## config.mk

```make
export PLATFORM = sky130hd
export DESIGN_NAME = seq_ctrl
export DESIGN_NICKNAME = d
export VERILOG_FILES = /design/src/seq_pkg.sv /design/src/loop_timer.sv /design/src/seq_ctrl.sv
export VERILOG_INCLUDE_DIRS = /design/src
export SDC_FILE = /design/constraint.sdc
export NUM_CORES = 1
export LEC_CHECK = 0
export BUFFER_PORTS_ARGS = -buffer_cell sky130_fd_sc_hd__buf_2
export CAP_MARGIN = 20
export CORE_AREA = 2 2 114 116
export CTS_CLUSTER_DIAMETER = 60
export DETAILED_ROUTE_END_ITERATION = 12
export DIE_AREA = 0 0 116 118
export GPL_TIMING_DRIVEN = 0
export RECOVER_POWER = 50
export SYNTH_ARGS = -nofsm -noshare
export SYNTH_HDL_FRONTEND = slang
export SYNTH_SLANG_ARGS = --single-unit
```

## constraint.sdc

```tcl
create_clock -name clk -period 2.35 [get_ports clk]
set_input_delay 0.47 -clock clk [delete_from_list [all_inputs] [get_ports clk]]
set_output_delay 0.47 -clock clk [all_outputs]
set_load 0.03 [all_outputs]
```

## src/seq_defs.svh

```systemverilog
// Offsets, bit positions, reset values, the unmaskable status mask and the one-frame count
`ifndef SEQ_DEFS_SVH
`define SEQ_DEFS_SVH
`define OFS_CONTROL 6'h00
`define OFS_CHAN_STATUS 6'h04
`define OFS_CTRL_STATUS 6'h08
`define OFS_FRAME_COUNT 6'h0C
`define OFS_REFRESH 6'h10
`define OFS_IRQ_MASK 6'h14
`define BIT_HALT_AFTER_FRAME 7
`define BIT_GO 6
`define BIT_HALT 5
`define BIT_TRIGGER_EN 3
`define BIT_SEQ_DONE 7
`define BIT_FRAME_DONE 6
`define BIT_CHAN_ACTIVE 3
`define BIT_CTRL_IRQ 0
`define UNMASKABLE 8'h0E
`define RST_FRAME_COUNT 8'h01
`define RST_REFRESH 16'h0000
`define RST_IRQ_MASK 8'h00
`define ONE_FRAME 8'h01
`endif

```

## src/seq_pkg.sv

```systemverilog
// Types shared by the sequence control block
package seq_pkg;
    typedef enum logic [2:0] {
        ST_IDLE,
        ST_ONE_SHOT,
        ST_LOOP_RUN,
        ST_LOOP_WAIT,
        ST_STOPPING
    } chan_state_t;

    typedef struct packed {
        logic read;
        logic write;
        logic [5:0] address;
        logic [31:0] writedata;
    } avmm_req_t;

    typedef struct packed {
        logic [15:0] left;
        logic [7:0] frames;
    } timer_state_t;

    typedef struct packed {
        chan_state_t state;
        logic go;
        logic te;
        logic halt_pend;
        logic both_flags;
        logic [7:0] flc;
        logic [15:0] interval;
        logic [7:0] mask;
        logic [7:0] chst;
        logic ctrl_irq;
        logic ack;
        logic [31:0] rdata;
        logic seq_start;
        logic halt_xfer;
        logic irq_n;
    } ctrl_state_t;
endpackage

```

## src/loop_timer.sv

```systemverilog
// Refresh interval timer and frame loop counter
`timescale 1ns/1ps
`include "seq_defs.svh"
module loop_timer
    import seq_pkg::*;
(
    input wire logic clk,
    input wire logic srst,
    input wire logic restart,
    input wire logic arm,
    input wire logic frame_end,
    input wire logic [15:0] interval,
    input wire logic [7:0] frame_loop_count,
    output logic interval_tick,
    output logic last_frame
);
    timer_state_t s_q, s_d;

    always_comb begin
        s_d = s_q;
        if (arm) begin
            s_d.left = interval;
        end else if (s_q.left != 16'h0000) begin
            s_d.left = s_q.left - 16'h0001;
        end
        if (restart) begin
            s_d.frames = 8'h00;
        end else if (frame_end) begin
            s_d.frames = s_q.frames + 8'h01;
        end
    end

    always_ff @(posedge clk) begin
        if (srst) begin
            s_q <= '0;
        end else begin
            s_q <= s_d;
        end
    end

    assign interval_tick = (s_q.left == 16'h0001) && !arm;
    // A count of zero loops forever
    assign last_frame = (frame_loop_count != 8'h00) &&
                        (s_q.frames + 8'h01 == frame_loop_count);
endmodule // loop_timer

```

## src/seq_ctrl.sv

```systemverilog
// Sequence start and stop control with channel status and interrupt
`timescale 1ns/1ps
`include "seq_defs.svh"
// What this block does
// - Idle go write starts one sequence
// - One-shot active ignores go writes
// - Halt in read: NACK then STOP
// - Halt in write: STOP after ACK
// - One-shot halt sets only sequence-done
// - Some loop states stop immediately on halt
// - Halt-after-frame in refresh loop transfer stops at frame end
// - Loop halt in transfer sets both flags
// - Count and trigger enable select mode
// - Go zero during loop idle ignored
// - Status bit 3 shows channel active
// - Channel status eight bits, read-only
// - Bus error bits cannot be masked
// - Any unmasked status drives irq low
// - Reading channel status clears request
// - Controller status read clears controller irq
// - After clear only new events set
// - Halt writes ignored while go zero
// - Halt beats halt-after-frame
// - Bit 7 is sequence-done
// - Bit 6 is frame-loop-done
module seq_ctrl
    import seq_pkg::*;
(
    input wire logic clk,
    input wire logic srst,
    input wire logic [5:0] address,
    input wire logic read,
    input wire logic write,
    input wire logic [31:0] writedata,
    output logic [31:0] readdata,
    output logic waitrequest,
    input wire logic frame_stop,
    input wire logic trigger_tick,
    input wire logic [5:0] err_set,
    input wire logic ctrl_event,
    output logic seq_start,
    output logic halt_xfer,
    output logic chan_active,
    output logic irq_n
);
    ctrl_state_t s_q, s_d;
    avmm_req_t req;
    logic wr_ok, rd_ok, tick, last_frame, arm, restart;
    logic halt_w, haf_w, go_w;
    logic [7:0] st_set;

    function automatic logic [7:0] irq_sources(input logic [7:0] st,
                                               input logic [7:0] mask);
        irq_sources = st & (~mask | `UNMASKABLE);
    endfunction

    ////////////////////////////////////////////////////////////////////
    // Bus slave with one wait state

    assign req = '{read: read, write: write, address: address,
                   writedata: writedata};
    assign waitrequest = (req.read || req.write) && !s_q.ack;
    assign wr_ok = req.write && s_q.ack;
    assign rd_ok = req.read && s_q.ack;
    assign halt_w = wr_ok && (req.address == `OFS_CONTROL) &&
                    req.writedata[`BIT_HALT];
    assign haf_w = wr_ok && (req.address == `OFS_CONTROL) &&
                   req.writedata[`BIT_HALT_AFTER_FRAME];
    assign go_w = wr_ok && (req.address == `OFS_CONTROL) &&
                  req.writedata[`BIT_GO];

    loop_timer u_timer (
        .clk(clk),
        .srst(srst),
        .restart(restart),
        .arm(arm),
        .frame_end(frame_stop),
        .interval(s_q.interval),
        .frame_loop_count(s_q.flc),
        .interval_tick(tick),
        .last_frame(last_frame)
    );

    ////////////////////////////////////////////////////////////////////
    // Next state

    always_comb begin
        s_d = s_q;
        st_set = {2'b00, err_set};
        arm = 1'b0;
        restart = 1'b0;
        s_d.seq_start = 1'b0;
        s_d.ack = (req.read || req.write) && !s_q.ack;
        // Read data captured in the wait cycle, stands when accepted
        if (req.read && !s_q.ack) begin
            case (req.address)
                `OFS_CONTROL: s_d.rdata = {24'h000000,
                    s_q.halt_pend, s_q.go, s_q.halt_xfer, 1'b0,
                    s_q.te, 3'b000};
                `OFS_CHAN_STATUS: s_d.rdata = {24'h000000, s_q.chst};
                `OFS_CTRL_STATUS: s_d.rdata = {28'h0000000,
                    s_q.state != ST_IDLE, 2'b00, s_q.ctrl_irq};
                `OFS_FRAME_COUNT: s_d.rdata = {24'h000000, s_q.flc};
                `OFS_REFRESH: s_d.rdata = {16'h0000, s_q.interval};
                `OFS_IRQ_MASK: s_d.rdata = {24'h000000, s_q.mask};
                default: s_d.rdata = 32'h00000000;
            endcase
        end
        if (wr_ok && s_q.state == ST_IDLE) begin
            case (req.address)
                `OFS_CONTROL: s_d.te = req.writedata[`BIT_TRIGGER_EN];
                `OFS_FRAME_COUNT: s_d.flc = req.writedata[7:0];
                `OFS_REFRESH: s_d.interval = req.writedata[15:0];
                default: ;
            endcase
        end
        if (wr_ok && req.address == `OFS_IRQ_MASK) begin
            s_d.mask = req.writedata[7:0];
        end
        case (s_q.state)
            ST_IDLE: begin
                if (go_w) begin
                    s_d.go = 1'b1;
                    s_d.seq_start = !req.writedata[`BIT_TRIGGER_EN];
                    s_d.te = req.writedata[`BIT_TRIGGER_EN];
                    restart = 1'b1;
                    s_d.both_flags = req.writedata[`BIT_TRIGGER_EN] ||
                                     (s_q.flc != `ONE_FRAME);
                    s_d.state = req.writedata[`BIT_TRIGGER_EN] ?
                        ST_LOOP_WAIT : (s_q.flc == `ONE_FRAME) ?
                        ST_ONE_SHOT : ST_LOOP_RUN;
                end
            end
            ST_ONE_SHOT: begin
                if (frame_stop) begin
                    st_set[`BIT_SEQ_DONE] = 1'b1;
                    s_d.state = ST_IDLE;
                end else if (halt_w) begin
                    s_d.halt_xfer = 1'b1;
                    s_d.state = ST_STOPPING;
                end
            end
            ST_LOOP_RUN: begin
                if (frame_stop) begin
                    if (last_frame || s_q.halt_pend) begin
                        st_set[7:6] = 2'b11;
                        s_d.state = ST_IDLE;
                    end else begin
                        arm = 1'b1;
                        s_d.state = ST_LOOP_WAIT;
                    end
                end else if (s_q.te && (halt_w || haf_w)) begin
                    st_set[7:6] = 2'b11;
                    s_d.state = ST_IDLE;
                end else if (halt_w) begin
                    s_d.halt_xfer = 1'b1;
                    s_d.state = ST_STOPPING;
                end else if (haf_w) begin
                    s_d.halt_pend = 1'b1;
                end
            end
            ST_LOOP_WAIT: begin
                if (!s_q.te && (halt_w || haf_w)) begin
                    st_set[7:6] = 2'b11;
                    s_d.state = ST_IDLE;
                end else if (s_q.te && halt_w) begin
                    s_d.halt_xfer = 1'b1;
                    s_d.state = ST_STOPPING;
                end else if (s_q.te && haf_w) begin
                    s_d.halt_xfer = 1'b1;
                    s_d.state = ST_STOPPING;
                end else if (s_q.te ? trigger_tick : tick) begin
                    s_d.seq_start = 1'b1;
                    s_d.state = ST_LOOP_RUN;
                end
            end
            ST_STOPPING: begin
                if (frame_stop) begin
                    st_set[`BIT_SEQ_DONE] = 1'b1;
                    st_set[`BIT_FRAME_DONE] = s_q.both_flags;
                    s_d.state = ST_IDLE;
                end
            end
            default: s_d.state = ST_IDLE;
        endcase
        if (s_d.state == ST_IDLE) begin
            s_d.go = 1'b0;
            s_d.halt_pend = 1'b0;
            s_d.halt_xfer = 1'b0;
        end
        s_d.chst = ((rd_ok && req.address == `OFS_CHAN_STATUS) ?
                    (s_q.chst & ~s_q.rdata[7:0]) : s_q.chst) | st_set;
        s_d.ctrl_irq = ((rd_ok && req.address == `OFS_CTRL_STATUS) ?
                        (s_q.ctrl_irq && !s_q.rdata[0]) : s_q.ctrl_irq)
                       | ctrl_event;
        s_d.irq_n = !((|irq_sources(s_d.chst, s_d.mask)) || s_d.ctrl_irq);
    end

    always_ff @(posedge clk) begin
        if (srst) begin
            s_q <= '0;
            s_q.state <= ST_IDLE;
            s_q.flc <= `RST_FRAME_COUNT;
            s_q.interval <= `RST_REFRESH;
            s_q.mask <= `RST_IRQ_MASK;
            s_q.irq_n <= 1'b1;
        end else begin
            s_q <= s_d;
        end
    end

    assign readdata = s_q.rdata;
    assign seq_start = s_q.seq_start;
    assign halt_xfer = s_q.halt_xfer;
    assign chan_active = s_q.state != ST_IDLE;
    assign irq_n = s_q.irq_n;
endmodule // seq_ctrl

```

==> results_dict.tcl <==
set metrics [dict create \
    status "finished, violations left" \
    violations "negative setup slack" \
    comb_power_share 0.298 \
    start_util 0.3952 \
    avgSynthCellArea_sq_um 8.136 \
    min_period_over_period 1.036 \
    synth_warnings 0 \
    slew_headroom 0.5479 \
    antennaDiodeCount 0 \
    die_height_um 118 \
    cp-end-kind "flop" \
    vdd_drop_max_mv 0.4482 \
    cp.required_ns 2.58 \
    drtAntennaViolNets 0 \
    ys_seq_elements 92 \
    clk_latency_ns 0.35 \
    power_density_nw_per_um2 810.2 \
    viasPerCell 5.237 \
    io_pins 88 \
    drt_iter0_drc 204 \
    syn_inst 603 \
    io_buffers 53 \
    setup.worst_path.class "flop to flop" \
    maxCapViolCount 0 \
    fin_ws_ns -0.08540 \
    firstDrtPassIters 4 \
    ys_seq_area_frac 0.3754 \
    synth-main-ff-cell "dfxtp_1" \
    start_kind "flop" \
    grt_pass1_vias 4299 \
    total_power_mw 4.914 \
    area_delta_synth_final_pct 23.64 \
    std_cell_rows 41 \
    gr-usage-all-layers 0.2074 \
    fmax_mhz 410.6 \
    clockRootBuffer "clkbuf_16" \
    async_reset_ff_frac 0 \
    grt_max_degree 16 \
    timing.rr.start "u_timer.s_q[0]" \
    drt-total-wl_um 14050 \
    tightest_slew_ns 0.6782 \
    syn_area_sq_um 4906 \
    hold_class "primary input to flop" \
    slew_violations 0 \
    dieWidth_um 116 \
    nets 747 \
    cts.sinks 92 \
    antenna_found_initial 0 \
    period_needed_ns 2.435 \
    critPathArrivalTime_ns 2.67 \
    fillCellCount 1245 \
    cts_buffers 9 \
    synthDistinctLibCells 60 \
    crit_fanout 4 \
    cts_max_level 3 \
    die-area_sq_um 13690 \
    p_seq_frac 0.378 \
    power_leakage_nw 2.451 \
    finalSetupViolCount 1 \
    clockBufferDepth 2 \
    routedWlPerCell_um 16.14 \
    multi_input_area_sq_um 2879 \
    power.switching_mw 1.585 \
    grt.overflow.total 0 \
    hold_viol_final 0 \
    drc_errors 0 \
    crit_start "u_timer.s_q[0]" \
    rsz0062_at_grt "yes" \
    intPower_mw 3.329 \
    final.setup.tns_ns -0.08540 \
    p_sw_frac 0.3226 \
    place_hpwl_um 10460 \
    mostFrequentLayoutCells "88 x nor2_1, 86 x dfxtp_1, 58 x nand2_1" \
    hold_start "writedata[10]" \
    core-area_sq_um 12410 \
    place_congestion 0.9196 \
    whs_ns 0.3569 \
    grt_pass1_wl_um 22150 \
    synth_edf_count 0 \
    num_vias 4556 \
    layout_commonest_cell "nor2_1" \
    path_clk_slew_ns 0.07 \
    clkPwrFrac 0.324 \
    skew_ns 0.005373 \
    final_layout_size_suffix_gt1_frac 0.2063 \
    cts_tree "yes" \
    seqCellArea_sq_um 1857 \
]
==> synth_stat cells (7+ instances only) <==
cell	number	area share
or3_1	10	0.013
xor2_1	10	0.018
buf_4	33	0.050
nor2b_1	14	0.018
mux2i_1	36	0.073
nor3_1	15	0.015
nor2_1	88	0.067
nand3_1	21	0.021
o21ai_0	12	0.012
clkbuf_1	24	0.018
a221oi_1	7	0.012
a21oi_1	48	0.049
inv_1	11	0.0084
dfxtp_1	92	0.38
nand2_1	59	0.045
xnor2_1	16	0.029
==> registers in the layout, indices dropped and copies added (netlist names), named ones only <==
register,cells
u_timer.s_q,24
s_q,46
readdata,16
seq_start,1
irq_n,1
halt_xfer,1
==> layout make-up <==
class | instances | area share
repair buffers | 64 | 0.05281
clock inverters | 5 | 0.01382
multi-input cells | 449 | 0.4746
inverters | 11 | 0.006807
plain buffers | 66 | 0.07034
clock buffers | 11 | 0.04002
well taps | 172 | 0.03548
flip-flops and latches | 92 | 0.3061
==> worst max-delay path, stage by stage, from the launching register on <==
cell and delay [ns]:
dfxtp_4 0.37, ha_4 0.17, xor2_2 0.14, or2_4 0.23, a32o_2 0.24, nor4b_4 0.31
a21oi_1 0.10, or3_4 0.38, a311o_1 0.37
==> power groups by stage <==
stage	registers (mW)	clock network, mW	logic [mW]
finish	1.86	1.59	1.46
global route	1.88	1.69	1.65
CTS	1.85	1.61	1.40
detailed placement	1.87	0	1.32
global placement	1.87	0	1.29
floorplan	1.84	0	1.07
==> cells by family (layout without fill, tap and decap cells) <==
family                     Yosys count  in the layout  share of synthesized area
xor gates and xnor gates            26             26                    0.04642
other                                1             16                  0.0007644
DFF                                 92             92                     0.3754
buffers and inverters               77            157                    0.08977
adders and majority gates            3              3                   0.007652
muxes                               38             38                    0.07804
and+or+nand+nor                    259            259                     0.2634
AOI/OAI and AO/OA                  107            107                     0.1385
==> repair_timing <==
action	4_1_cts	5_1_grt
resized for setup	36	19
buffers inserted	5	5
gates cloned	1	0
pin swaps	6	7
setup endpoints to repair	51	35
hold buffers	0	0
==> stage by stage <==
| step | cell area [sq um] | cells | utilization | worst slack [ns] |
|---|---|---|---|---|
| after floorplan | 4977 | 618 | - | 0.00003908 |
| after global placement | 5458 | 843 | 0.4396 | -0.6494 |
| after detailed placement | 5458 | 843 | 0.4396 | -0.7194 |
| after CTS | 5974 | 865 | 0.4813 | -0.06574 |
| after global routing | 6066 | 870 | 0.4886 | -0.1379 |
| final | 6066 | 870 | 0.4886 | -0.08540 |
==> worst paths after layout <==
kind / end / slack (ns) / depth (start not counted)
worst max-delay path: irq_n / -0.09 / 8
worst min-delay path: s_q[63] / 0.36 / 3
worst max register to register: irq_n / -0.09 / 8
worst min register to register: readdata[15] / 0.46 / 2
==> per-layer routing <==
metal / part of all wire / vias to the layer above / GRT usage / routed length (um)
met5: 0 / - / 0 / 0
met4: 0.028 / 0 / 0.08408 / 396
li1: - / 2239 / - / -
met2: 0.46 / 125 / 0.3242 / 6391
met3: 0.042 / 23 / 0.03141 / 592
met1: 0.47 / 2169 / 0.2845 / 6664
Power figures use the tool's default switching activity.
